--- config.mk ---
export PLATFORM = sky130hd
export DESIGN_NAME = tivc_top
export DESIGN_NICKNAME = d
export VERILOG_FILES = /design/src/rtl/tivc_pkg.sv /design/src/rtl/tivc_tick_gen.sv /design/src/rtl/tivc_top.sv
export SDC_FILE = /design/constraint.sdc
export NUM_CORES = 1
export LEC_CHECK = 0
export ABC_AREA = 1
export BUFFER_PORTS_ARGS = -buffer_cell sky130_fd_sc_hd__clkbuf_2
export CAP_MARGIN = 15
export CORE_MARGIN = 8
export CORE_UTILIZATION = 40
export CTS_BUF_LIST = sky130_fd_sc_hd__clkbuf_2
export DETAILED_ROUTE_END_ITERATION = 8
export GPL_ROUTABILITY_DRIVEN = 0
export MAX_ROUTING_LAYER = met4
export SKIP_LAST_GASP = 1
export SYNTH_ARGS = -nofsm -noshare
export SYNTH_HDL_FRONTEND = slang
export SYNTH_SLANG_ARGS = --single-unit
--- constraint.sdc ---
create_clock -name clk_sys -period 5.3 [get_ports clk_sys]
set_clock_uncertainty 0.2 [all_clocks]
set_input_delay 0 -clock clk_sys [delete_from_list [all_inputs] [get_ports clk_sys]]
set_output_delay 0 -clock clk_sys [all_outputs]
set_load 0.01 [all_outputs]
--- src/rtl/tivc_pkg.sv ---
// Package of constants and types for the time interval counter
package tivc_pkg;
   // Special-function register addresses
   localparam logic [7:0] ADDR_CTRL = 8'hA1;
   localparam logic [7:0] ADDR_SUB = 8'hA2;
   localparam logic [7:0] ADDR_SEC = 8'hA3;
   localparam logic [7:0] ADDR_MIN = 8'hA4;
   localparam logic [7:0] ADDR_HOUR = 8'hA5;
   localparam logic [7:0] ADDR_TARGET = 8'hA6;

   // Bit positions in interval_control
   localparam int CTRL_TIMEBASE_EN = 0;
   localparam int CTRL_INTERVAL_EN = 1;
   localparam int CTRL_MATCH_FLAG = 2;
   localparam int CTRL_SINGLE_SHOT = 3;
   localparam int CTRL_SEL_LO = 4;
   localparam int CTRL_SEL_HI = 5;
   localparam int CTRL_FUTURE = 6;

   // Last value of each time-keeping counter before it wraps, then the byte constants zero and one
   localparam logic [7:0] MAX_SUB = 8'h7F;
   localparam logic [7:0] MAX_SEC = 8'h3B;
   localparam logic [7:0] MAX_MIN = 8'h3B;
   localparam logic [7:0] MAX_HOUR = 8'h17;
   localparam logic [7:0] ZERO8 = 8'h00;
   localparam logic [7:0] ONE8 = 8'h01;

   // Time base selection codes
   localparam logic [1:0] TB_TICK = 2'h0;
   localparam logic [1:0] TB_SEC = 2'h1;
   localparam logic [1:0] TB_MIN = 2'h2;
   localparam logic [1:0] TB_HOUR = 2'h3;

   // 1/128 second expressed in ns, and the system clock period
   localparam int unsigned TICK_PERIOD_NS = 7812500;
   localparam int unsigned CLK_PERIOD_NS = 10;
   localparam int unsigned TICK_CYCLES = TICK_PERIOD_NS / CLK_PERIOD_NS;
   localparam int TICK_CNT_W = 20;

   typedef struct packed {
      logic wr;
      logic rd;
      logic [7:0] addr;
      logic [7:0] wdata;
   } tivc_sfr_req_s;

   typedef struct packed {
      logic [TICK_CNT_W-1:0] cnt;
      logic tick;
   } tivc_div_state_s;

   typedef struct packed {
      logic [7:0] sub;
      logic [7:0] sec;
      logic [7:0] min;
      logic [7:0] hour;
      logic [7:0] target;
      logic [7:0] ic;
      logic future;
      logic [1:0] sel;
      logic single;
      logic flag;
      logic ien;
      logic timebase_enable;
      logic irq;
      logic [7:0] rdata;
   } tivc_state_s;
endpackage

--- src/rtl/tivc_tick_gen.sv ---
// Divider that makes the 1/128 second tick enable from the system clock
`timescale 1ns/1ps
module tivc_tick_gen #(
   parameter int unsigned CYCLES = tivc_pkg::TICK_CYCLES
) (
   input wire logic clk_sys,
   input wire logic sys_rst,
   input wire logic run,
   output logic tick
);
   import tivc_pkg::*;

   localparam logic [TICK_CNT_W-1:0] LAST = TICK_CNT_W'(CYCLES - 1);

   tivc_div_state_s q;
   tivc_div_state_s d;

   // Held at zero while stopped so the first tick after enable is a full one
   always_comb
   begin
      d = q;
      d.tick = 1'b0;
      if (!run)
      begin
         d.cnt = '0;
      end
      else if (q.cnt == LAST)
      begin
         d.cnt = '0;
         d.tick = 1'b1;
      end
      else
      begin
         d.cnt = q.cnt + TICK_CNT_W'(1);
      end
   end

   always_ff @(posedge clk_sys)
   begin
      if (sys_rst)
      begin
         q <= '0;
      end
      else
      begin
         q <= d;
      end
   end

   assign tick = q.tick;

   tick_period_a: assert property (@(posedge clk_sys) disable iff (sys_rst)
      q.tick |-> $past(run) && $past(q.cnt) == LAST)
      else $error("tick period broken");
endmodule

--- src/rtl/tivc_top.sv ---
// Time interval counter with real-time clock registers on the SFR port
`timescale 1ns/1ps
module tivc_top #(
   parameter int unsigned TICK_CYCLES = tivc_pkg::TICK_CYCLES
) (
   input wire logic clk_sys,
   input wire logic sys_rst,
   input wire tivc_pkg::tivc_sfr_req_s sfr_req,
   input wire logic int_enable,
   output logic [7:0] sfr_rdata,
   output logic irq
);
   import tivc_pkg::*;

   tivc_state_s q;
   tivc_state_s d;
   logic tick;
   logic tick_on;
   logic sub_wrap;
   logic sec_wrap;
   logic min_wrap;
   logic step;
   logic [7:0] ic_next;
   logic ctrl_wr;
   logic time_wr_ok;

   // Own divider of the core clock stands in for the crystal tick, so
   // the tick rate depends on the core clock rate
   tivc_tick_gen #(
      .CYCLES(TICK_CYCLES)
   ) u_tick (
      .clk_sys(clk_sys),
      .sys_rst(sys_rst),
      .run(q.timebase_enable),
      .tick(tick)
   );

   assign ctrl_wr = sfr_req.wr && sfr_req.addr == ADDR_CTRL;
   assign time_wr_ok = sfr_req.wr && !q.timebase_enable;
   assign tick_on = tick && q.timebase_enable;
   assign sub_wrap = tick_on && q.sub == MAX_SUB;
   assign sec_wrap = sub_wrap && q.sec == MAX_SEC;
   assign min_wrap = sec_wrap && q.min == MAX_MIN;
   assign ic_next = q.ic + ONE8;

   // Step on each increment of the chosen time register
   always_comb
   begin
      case (q.sel)
         TB_TICK: step = tick_on;
         TB_SEC: step = sub_wrap;
         TB_MIN: step = sec_wrap;
         TB_HOUR: step = min_wrap;
         default: step = 1'b0;
      endcase
   end

   always_comb
   begin
      d = q;
      // Software writes
      if (time_wr_ok && sfr_req.addr == ADDR_SUB)
      begin
         d.sub = sfr_req.wdata;
      end
      if (time_wr_ok && sfr_req.addr == ADDR_SEC)
      begin
         d.sec = sfr_req.wdata;
      end
      if (time_wr_ok && sfr_req.addr == ADDR_MIN)
      begin
         d.min = sfr_req.wdata;
      end
      if (time_wr_ok && sfr_req.addr == ADDR_HOUR)
      begin
         d.hour = sfr_req.wdata;
      end
      if (sfr_req.wr && sfr_req.addr == ADDR_TARGET)
      begin
         d.target = sfr_req.wdata;
      end
      if (ctrl_wr)
      begin
         d.timebase_enable = sfr_req.wdata[CTRL_TIMEBASE_EN];
         d.ien = sfr_req.wdata[CTRL_INTERVAL_EN];
         d.flag = sfr_req.wdata[CTRL_MATCH_FLAG];
         d.single = sfr_req.wdata[CTRL_SINGLE_SHOT];
         d.sel = {sfr_req.wdata[CTRL_SEL_HI], sfr_req.wdata[CTRL_SEL_LO]};
         d.future = sfr_req.wdata[CTRL_FUTURE];
      end
      // Cascaded time keeping; writes and ticks never meet since
      // writes need the time base off
      if (tick_on)
      begin
         d.sub = sub_wrap ? ZERO8 : q.sub + ONE8;
      end
      if (sub_wrap)
      begin
         d.sec = sec_wrap ? ZERO8 : q.sec + ONE8;
      end
      if (sec_wrap)
      begin
         d.min = min_wrap ? ZERO8 : q.min + ONE8;
      end
      if (min_wrap)
      begin
         d.hour = (q.hour == MAX_HOUR) ? ZERO8 : q.hour + ONE8;
      end
      // Interval counter; placed after writes so a hardware set of the
      // flag beats a software clear in the same cycle
      if (q.ien && step)
      begin
         if (ic_next == q.target)
         begin
            d.flag = 1'b1;
            d.ic = ZERO8;
            if (q.single)
            begin
               d.ien = 1'b0;
            end
         end
         else
         begin
            d.ic = ic_next;
         end
      end
      if (!d.ien)
      begin
         d.ic = ZERO8;
      end
      // Each control write that leaves the time base off clears, even if it was
      // off already; testing the level alone would wipe every load made while it is off
      if (ctrl_wr && !d.timebase_enable)
      begin
         d.sub = ZERO8;
         d.sec = ZERO8;
         d.min = ZERO8;
         d.hour = ZERO8;
      end
      d.irq = q.flag && int_enable;
      if (sfr_req.rd)
      begin
         case (sfr_req.addr)
            ADDR_CTRL: d.rdata = {1'b0, q.future, q.sel, q.single, q.flag,
                                  q.ien, q.timebase_enable};
            ADDR_SUB: d.rdata = q.sub;
            ADDR_SEC: d.rdata = q.sec;
            ADDR_MIN: d.rdata = q.min;
            ADDR_HOUR: d.rdata = q.hour;
            ADDR_TARGET: d.rdata = q.target;
            default: d.rdata = ZERO8;
         endcase
      end
   end

   always_ff @(posedge clk_sys)
   begin
      if (sys_rst)
      begin
         q <= '0;
      end
      else
      begin
         q <= d;
      end
   end

   assign sfr_rdata = q.rdata;
   assign irq = q.irq;

   sub_count_a: assert property (@(posedge clk_sys) disable iff (sys_rst)
      tick_on && q.sub != MAX_SUB && !ctrl_wr
      |=> q.sub == $past(q.sub) + ONE8)
      else $error("sub-second did not advance");

   sec_carry_a: assert property (@(posedge clk_sys) disable iff (sys_rst)
      sub_wrap && q.sec == MAX_SEC && !ctrl_wr
      |=> q.sec == ZERO8 && q.sub == ZERO8)
      else $error("seconds did not wrap");

   min_carry_a: assert property (@(posedge clk_sys) disable iff (sys_rst)
      sec_wrap && q.min != MAX_MIN && !ctrl_wr
      |=> q.min == $past(q.min) + ONE8)
      else $error("minutes did not advance");

   hour_wrap_a: assert property (@(posedge clk_sys) disable iff (sys_rst)
      min_wrap && q.hour == MAX_HOUR && !ctrl_wr |=> q.hour == ZERO8)
      else $error("hours did not wrap");

   time_clear_a: assert property (@(posedge clk_sys) disable iff (sys_rst)
      ctrl_wr && !sfr_req.wdata[CTRL_TIMEBASE_EN]
      |=> {q.sub, q.sec, q.min, q.hour} == '0
      ##1 ({q.sub, q.sec, q.min, q.hour} == '0 || $past(time_wr_ok)))
      else $error("time registers not cleared");

   time_load_a: assert property (@(posedge clk_sys) disable iff (sys_rst)
      !q.timebase_enable && sfr_req.wr && sfr_req.addr == ADDR_SEC && !ctrl_wr
      |=> q.sec == $past(sfr_req.wdata))
      else $error("time register write lost");

   single_stop_a: assert property (@(posedge clk_sys) disable iff (sys_rst)
      q.ien && step && ic_next == q.target && q.single && !ctrl_wr
      |=> !q.ien && q.flag && q.ic == ZERO8)
      else $error("single shot did not stop");

   reload_a: assert property (@(posedge clk_sys) disable iff (sys_rst)
      q.ien && step && ic_next == q.target && !q.single && !ctrl_wr
      |=> q.ien && q.flag && q.ic == ZERO8)
      else $error("auto reload failed");

   hold_count_a: assert property (@(posedge clk_sys) disable iff (sys_rst)
      q.ien && !step && !ctrl_wr |=> $stable(q.ic))
      else $error("interval counter moved without step");

   flag_sticky_a: assert property (@(posedge clk_sys) disable iff (sys_rst)
      q.flag && !ctrl_wr |=> q.flag)
      else $error("match flag dropped by hardware");

   count_zero_a: assert property (@(posedge clk_sys) disable iff (sys_rst)
      !q.ien |-> q.ic == ZERO8)
      else $error("disabled interval counter not zero");

   irq_req_a: assert property (@(posedge clk_sys) disable iff (sys_rst)
      q.flag && int_enable
      |=> irq ##1 (irq || !$past(q.flag) || !$past(int_enable)))
      else $error("interrupt request missing");
endmodule

After elaboration in Yosys (flattened, before gate mapping):

Index checks and enable logic that the tools add are counted.

* bitwise gates (word level): 2
* multipliers: 0
* multiplexer cells: 20
* $lt $le $gt $ge: 0
* div/mod/pow operators: 0
* equal/unequal tests: 15
* add/sub/neg operators: 6
* shift-type cells: 0
* reduce and logical (&&, ||, !) cells: 25

Operators by type and width (count)
* 8-bit two-way mux: 13
* 8-bit equality test (second input constant): 6
* 8-bit case mux with 6 select lines: 1
* 8-bit by 1-bit adder with 8-bit output (second input constant): 5
* 20-bit by 1-bit adder with 20-bit output (second input constant): 1
* 20-bit equality test (second input constant): 1
* 8-bit by 6-bit equality test with 1-bit output (second input constant): 2
* 1-bit logical AND: 14
* 8-bit by 5-bit equality test with 1-bit output (second input constant): 1
* 8-bit by 7-bit equality test with 1-bit output (second input constant): 1
* 8-bit equality test: 1
* 2-bit nonzero test: 4
* 2-bit OR reduction: 3
* 2-bit equality test (second input constant): 2
* 2-bit two-way mux: 2
* 1-bit case mux with 4 select lines: 1
* 3-bit two-way mux: 1
* 3-bit OR reduction: 1
* 2-bit by 1-bit equality test with 1-bit output (second input constant): 1
* 1-bit zero test: 2
* 2-bit zero test: 1
* 1-bit two-way mux: 2
* 1-bit inverter: 2

* logic and storage cells: 84
* memories kept: 0
* register bits after elaboration: 85
* bits in latches: 0
* memory bits (writable): 0
* output and inout bits: 9
* bits in read-only memories: 0
* bits of input ports: 21

Logic depth before layout (Yosys ltp):

Gate-level depths: netlist of run 1.

* depth after elaboration: 9
* gate-level depth with buffers: 13
* depth with buffers taken out: 13

Modules after synthesis:

A second synthesis of run 1 with hierarchy kept.

* cell total of the unflattened synthesis: 799
* area total of the unflattened synthesis: 5306.3 um^2

Modules (own cells, without submodules)
* tivc_top: sequential area each 1281.2 um^2, area an instance 4205.3 um^2, times used 1, cells each 638
* tivc_tick_gen: sequential area each 420.4 um^2, area an instance 1101.1 um^2, times used 1, cells each 161

Least setup slack after synthesis of run 1:

Ideal clock, no wire load.

* path kind: register to register
* start point: register q[16] in the netlist's numbering
* end point: register q[16] in the netlist's numbering
* buffers on the path: 0
* arrival: 1.534 ns
* clock period less this slack: 1.848 ns
* path slack: 3.452 ns
* library setup time: 0.114 ns
* data required time: 4.986 ns
* cell stages (with the launch flop): 11
* path through: dfxtp_1 ha_1 nand2_1 nor2_1 nand3_1 nand2_1 nor2_1 nor2_2 nand3_1 a21oi_1 nor2_1

* cells in the longest elaborated chain, start to end: 6
* elaborated cells on any way between the ends: 7
* classes of those cells: add/sub: 1; eq/ne: 1; mux: 3; bitwise: 1; reduce/logical: 1

Ends and longest elaborated chain
* start: declaration: line tivc_top.sv:15 `tivc_state_s q;`
* start signal: assignment: line tivc_top.sv:160 `q <= '0;`
* start signal: assignment: line tivc_top.sv:164 `q <= d;`
* 8-bit by 1-bit adder with 8-bit output (*): line tivc_top.sv:44 `assign ic_next = q.ic + ONE8;`
* 8-bit equality test: line tivc_top.sv:113 `if (ic_next == q.target)`
* 2-bit two-way mux: line tivc_top.sv:113
* 2-bit two-way mux: line tivc_top.sv:111 `if (q.ien && step)`
* 1-bit inverter (no line)
* 2-bit OR reduction (no line)

Mark *: on every way between the ends. The rest lies on a longest branch, timed or not.
A chain may end at the register's enable or synchronous reset.

Worst setup path in the final report of run 1:

* start point: input port sfr_req[15] in the netlist's numbering
* end point: register q[11] in the netlist's numbering

* cells in the longest elaborated chain, start to end: 5

Ends and longest elaborated chain
* start: declaration: line tivc_top.sv:8 `input wire tivc_pkg::tivc_sfr_req_s sfr_req,`
* 8-bit equality test (*): line tivc_top.sv:38 `assign ctrl_wr = sfr_req.wr && sfr_req.addr == ADDR_CTRL;`
* 1-bit logical AND (*): line tivc_top.sv:38
* 3-bit two-way mux (*): line tivc_top.sv:82 `if (ctrl_wr)`
* 2-bit two-way mux: line tivc_top.sv:113
* 2-bit two-way mux (*): line tivc_top.sv:111

Marked as above.

==> results_dict.tcl, run 1 <==
set metrics [dict create \
    grt_usage_pct 18.90 \
    place_ws_ns 2.984 \
    layout_setup_ws_ns 2.320 \
    ctsHoldBuffers 31 \
    path_class "in -> reg" \
    h-tree-depth 3 \
    ir_drop_mv 0.07956 \
    synth.avg_cell_area_um2 6.570 \
    crit_chain "dlygate4sd3_1, clkbuf_2, nand3_2, dlygate4sd3_1, inv_2, nand4_1, dlygate4sd3_1, o21ai_0, dlygate4sd3_1, inv_1, a21oi_1" \
    finalSetupTns_ns 0 \
    diodes 0 \
    cpMostUsedCell "dlygate4sd3_1" \
    fin_hold_ws_ns 0.1307 \
    p_per_area_mw_per_mm2 179.5 \
    die_area_mm2 0.01656 \
    cts_setup_buffers 0 \
    gr-total-overflow 0 \
    postRouteAntennaNets 0 \
    ys.flop_type "dfxtp_1" \
    yosys_warnings 0 \
    worstSkewPairLatency_ns 0.61 \
    routed_wl_um 14780 \
    synth-xor-area-share_pct 2.759 \
    cts_tree "done" \
    syn_inst 773 \
    grt_pass1_wl_um 24360 \
    synth_cell_types 41 \
    crit_path_max_incr_delay_ns 0.66 \
    synthSimpleGateAreaFrac_pct 33.65 \
    cts-buffers-inserted 9 \
    area_growth_syn_to_layout_pct 12.96 \
    crit_buf_inv 7 \
    slew_headroom_pct 51.78 \
    synthMuxAreaShare_pct 0 \
    period_minus_slack_ns 2.980 \
    final-setup-viol-count 0 \
    fmax_ghz 0.3355 \
    syn_nets 801 \
    utilization_pct 45.83 \
    clk_pin_slew_worst_paths_ns 0.26 \
    drcViolationCount 0 \
    n_fill_cell 1344 \
    rsz0062_at_grt "false" \
    clkSinkCount 85 \
    synth_top_family_by_area "simple AND/OR/NAND/NOR gates" \
    num_rows 41 \
    ys_seq_area_share_pct 33.51 \
    cpMaxStageDelayCell "dlygate4sd3_1" \
    worst_ep_required_time_ns 5.65 \
    io_pins 30 \
    worst_ep_arrival_time_ns 3.33 \
    hpwlAfterDp_um 10870 \
    synth_compound_gate_area_share_pct 18.26 \
    grt_pass1_vias 4974 \
    end_kind "register" \
    start_util_pct 40.57 \
    nNetsFinal 854 \
    ys_ff_latch 85 \
    crit_path_max_fanout 18 \
    status "complete, no violations" \
    worst_slew_pin_slew_ns 0.7213 \
    cap_violations 0 \
    antenna_found_initial 0 \
    syn_area_mm2 0.005079 \
    drive_gt1_share_pct 10.83 \
    fp.dieW_um 128.7 \
    hp-class "in -> reg" \
    slew_viol_final 0 \
    crit_family "buffers and inverters" \
    fin_crit_sh_pct 56.23 \
    synth-edff-count 0 \
    avgRoutedWirePerCell_um 14.74 \
    dr.first_iter.drc_count 559 \
    vias 5300 \
    numPortBuffers 29 \
    viasPerCell 5.284 \
    ys_async_sr_fraction_pct 0 \
    p_leak_nw 2.256 \
    drt_first_pass_iters 6 \
    coreArea_mm2 0.01252 \
    ctsLongestPathBuffers 2 \
    cts_root_buf "clkbuf_2" \
    cts-resized-gates 0 \
    grt_max_degree 25 \
    synthAdderAreaFrac_pct 1.725 \
    start_kind "input port" \
    die_h_um 128.7 \
    hold_viol_final 0 \
]
## sequential cells by signal, indices dropped and copies added (netlist names)
signal       cells
u_tick.q        20
q               55
sfr_rdata        8
irq              1
u_tick.tick      1
## power breakdown
group	internal, mW	switching [mW]
sequential	0.645	0.00227
combinational	0.0289	0.0455
clock	0.0629	0.246
total	0.737	0.293
## Yosys cell counts, types with 6 or more instances
cell     number  area, µm²
nand2_2       8      50.05
o22ai_1      12      75.07
inv_1        97      364.1
ha_1          7      87.58
xnor2_1       6      52.55
nand4_1      15      93.84
o21ai_0      82      410.4
a21oi_1      55      275.3
buf_4         8      60.06
nor2_2        6      37.54
xor2_1       10      87.58
nand2_1     134      503.0
dfxtp_1      85       1702
nor3_1       15      75.07
inv_2        11      41.29
nor2_1       99      371.6
nand3_1      61      305.3
## kinds of logic (layout without fill, tap and decap cells)
| family | count (synthesis) | count (layout) |
|---|---|---|
| XOR/XNOR | 16 | 16 |
| adder cells (fa/ha/maj) | 7 | 7 |
| AND/OR/NAND/NOR | 366 | 366 |
| buffers and inverters | 127 | 185 |
| flip-flops | 85 | 85 |
| AO/OA/AOI/OAI | 172 | 172 |
## layout by cell type (no fill, tap or decap), drive strengths merged
cell type,Yosys,layout
nand3,65,65
o211ai,5,5
o21a,3,3
clkinvlp,0,1
xor2,10,10
o22ai,12,12
clkbuf,5,39
nand4,16,16
or2,5,5
nor3b,4,4
nor4,2,2
a21oi,56,56
o31ai,1,1
o221ai,1,1
a21o,1,1
a211oi,3,3
inv,108,108
o211a,1,1
o21ai,84,84
ha,7,7
nor2,109,109
nand3b,2,2
a31oi,5,5
clkinv,1,6
dfxtp,85,85
nor3,17,17
nand2,146,146
xnor2,6,6
dlygate4sd3,0,31
## worst min-delay path, stage by stage
cell and delay, ns:
dlygate4sd3_1 0.53, clkbuf_2 0.18, o21ai_0 0.18, a21oi_1 0.05
## cell type report
| type | count | area, µm² | area share, % |
|---|---|---|---|
| tap | 172 | 215.2 | 3.751 |
| inverter | 109 | 410.4 | 7.154 |
| sequential | 85 | 1702 | 29.66 |
| multi-input combinational | 561 | 2864 | 49.92 |
| clock buffer | 10 | 50.05 | 0.8724 |
| timing repair buffer | 60 | 455.4 | 7.939 |
| clock inverter | 6 | 40.04 | 0.6979 |
## per-layer routing
| metal | routed length (µm) | vias up | GRT usage [%] |
|---|---|---|---|
| met5 | 0 | - | - |
| met4 | 346 | 0 | 7.118 |
| met2 | 6730 | 168 | 29.37 |
| li1 | - | 2660 | - |
| met3 | 914 | 28 | 2.813 |
| met1 | 6791 | 2444 | 24.32 |
## path summary, 6_finish.rpt
kind | startpoint | endpoint | slack (ns) | cells after the start
max | sfr_req[15] | q[11] | 2.32 | 11
min | sfr_req[6] | q[15] | 0.13 | 4
max reg2reg | q[9] | q[37] | 2.54 | 9
min reg2reg | q[15] | q[15] | 0.28 | 2
## metrics by stage
stage	instance area, µm²	std cells	power [mW]
finish	5737	1003	1.030
global route	5737	1003	1.074
CTS	5737	1003	1.037
detailed placement	5336	956	0.7184
global placement	5336	956	0.7184
floorplan	5079	773	0.6932
No activity file was read; power rests on OpenSTA's default activity.
==> run 2: changes to the inputs <==
Clock period 5.3 ns to 2.9 ns, I/O delays scaled along.
==> run 2 against run 1 <==
Compared with the run above: non-clock buffer count grew 2; largest cell class unchanged; combinational power grew 83%; critical path depth rose by 1; largest power group unchanged.
==> results_dict.tcl, run 2 (synthesis gave the netlist of run 1 again) <==
set metrics [dict create \
    status "complete, no violations" \
    start_util_pct 40.57 \
    routed_wl_um 14640 \
    grt_pass1_vias 4767 \
    vias 5276 \
    cap_violations 0 \
    dr.first_iter.drc_count 497 \
    r2r_end "q[11]" \
    gr-total-overflow 0 \
    grt_pass1_wl_um 23830 \
    nNetsFinal 856 \
    cts_tree "done" \
    io_pins 30 \
    largest-register "q" \
    final_common_cell "nand2_1" \
    end_kind "register" \
    utilization_pct 46.16 \
    fmax_ghz 0.3536 \
    slew_viol_final 0 \
    period_minus_slack_ns 2.828 \
    regToRegSetupSlack_ns 0.07 \
    die_h_um 128.7 \
    fin_hold_ws_ns 0.1228 \
    cts_root_buf "clkbuf_2" \
    place_ws_ns 0.5957 \
    postRouteAntennaNets 0 \
    worst_slew_pin_slew_ns 0.7510 \
    hold_path_startpoint "sfr_req[5]" \
    fp.dieW_um 128.7 \
    worst_ep_required_time_ns 3.27 \
    p_per_area_mw_per_mm2 338.1 \
    slew_headroom_pct 49.80 \
    h-tree-depth 3 \
    clkSinkCount 85 \
    antenna_found_initial 0 \
    p_leak_nw 2.267 \
    grt_usage_pct 18.64 \
    area_growth_syn_to_layout_pct 13.77 \
    grt_max_degree 25 \
    worstSkewPairLatency_ns 0.61 \
    wl_met3_um 855 \
    cts-buffers-inserted 9 \
    crit_path_max_fanout 10 \
    clk_pin_slew_worst_paths_ns 0.26 \
    hold_viol_final 0 \
    finalSetupTns_ns 0 \
    viasPerCell 5.255 \
    hp-class "in -> reg" \
    layout_setup_ws_ns 0.07183 \
    mostFrequentLayoutCells "133 x nand2_1, 99 x nor2_1, 97 x inv_1" \
    largest_reg_flops 55 \
    diodes 0 \
    coreArea_mm2 0.01252 \
    hold-path-endpoint "q[14]" \
    ctsLongestPathBuffers 2 \
    postPlaceCellArea_mm2 0.005351 \
    r2r_start "q[49]" \
    highest_layer "met4" \
    drcViolationCount 0 \
    drive_gt1_share_pct 10.94 \
    whs_path_depth 4 \
    drt_first_pass_iters 5 \
    dr_wl_met2_um 6572 \
    rsz0062_at_grt "true" \
    start_kind "register" \
    ir_drop_mv 0.1730 \
    hpwlAfterDp_um 10880 \
    avgRoutedWirePerCell_um 14.58 \
    final-setup-viol-count 0 \
    ff2ff_path_depth 12 \
    path_class "reg -> reg" \
    n_fill_cell 1343 \
    worst_ep_arrival_time_ns 3.19 \
    die_area_mm2 0.01656 \
    num_rows 41 \
    numPortBuffers 29 \
    fin_crit_sh_pct 97.52 \
    fin_area_mm2 0.005778 \
    met1Wirelength_um 6851 \
]
[run 2: changes by cell type in the layout (fill, tap and decap cells not counted), moves of 2 or more]
cell,change
inv_4,+2
inv_2,-2
buf_4,+2
clkinv_2,-2
[run 2: metal layers]
layer	vias up	global-route usage (%)
met4	0	7.187
met5	-	-
li1	2668	-
met2	145	27.59
met3	33	3.310
met1	2430	24.72
[run 2: per-stage QoR]
stage / cells / power, mW
after detailed placement: 958 / 1.314
after floorplan: 773 / 1.267
final: 1004 / 1.953
after global placement: 958 / 1.314
after CTS: 1004 / 1.964
after global routing: 1004 / 2.041
[run 2: where the power goes]
| group | switching [mW] | internal [mW] |
|---|---|---|
| Clock | 0.440 | 0.194 |
| Combinational | 0.0827 | 0.0537 |
| Sequential | 0.00393 | 1.18 |
[run 2: area by class of cell]
cell class | instances | area [µm²] | area share (%)
clock buffer | 9 | 45.04 | 0.7796
clock inverter | 6 | 63.81 | 1.104
tap | 172 | 215.2 | 3.725
inverter | 109 | 415.4 | 7.189
multi-input combinational | 561 | 2867 | 49.61
sequential | 85 | 1702 | 29.45
timing repair buffer | 62 | 470.5 | 8.142
[run 2: critical path: stages (launching register included)]
cell and delay (ns):
dfxtp_1 0.48, ha_1 0.25, nand2_1 0.07, inv_1 0.10
nand2_1 0.06, nor2_1 0.34, nand3_2 0.13, nand2_2 0.09
nand2_4 0.10, clkinv_2 0.15, nand3_1 0.13, a21oi_1 0.15
dlygate4sd3_1 0.56
[run 2: how the worst max path moves through the flow]
stage | to | cells after the start | from | slack [ns]
finish | q[11] | 12 | q[49] | 0.07
global route | q[11] | 12 | q[48] | -0.09
CTS | q[11] | 11 | q[9] | 0.06
detailed placement | q[20] | 11 | q[9] | 0.60
global placement | q[23] | 11 | q[9] | 0.59
floorplan | q[16] | 10 | q[16] | 1.05
[run 2: repair_timing]
action,4_1_cts,5_1_grt
hold buffers,31,1
hold endpoints to repair,65,1
endpoints found under the setup margin,0,4
gates resized for setup,0,5
buffers inserted,0,0
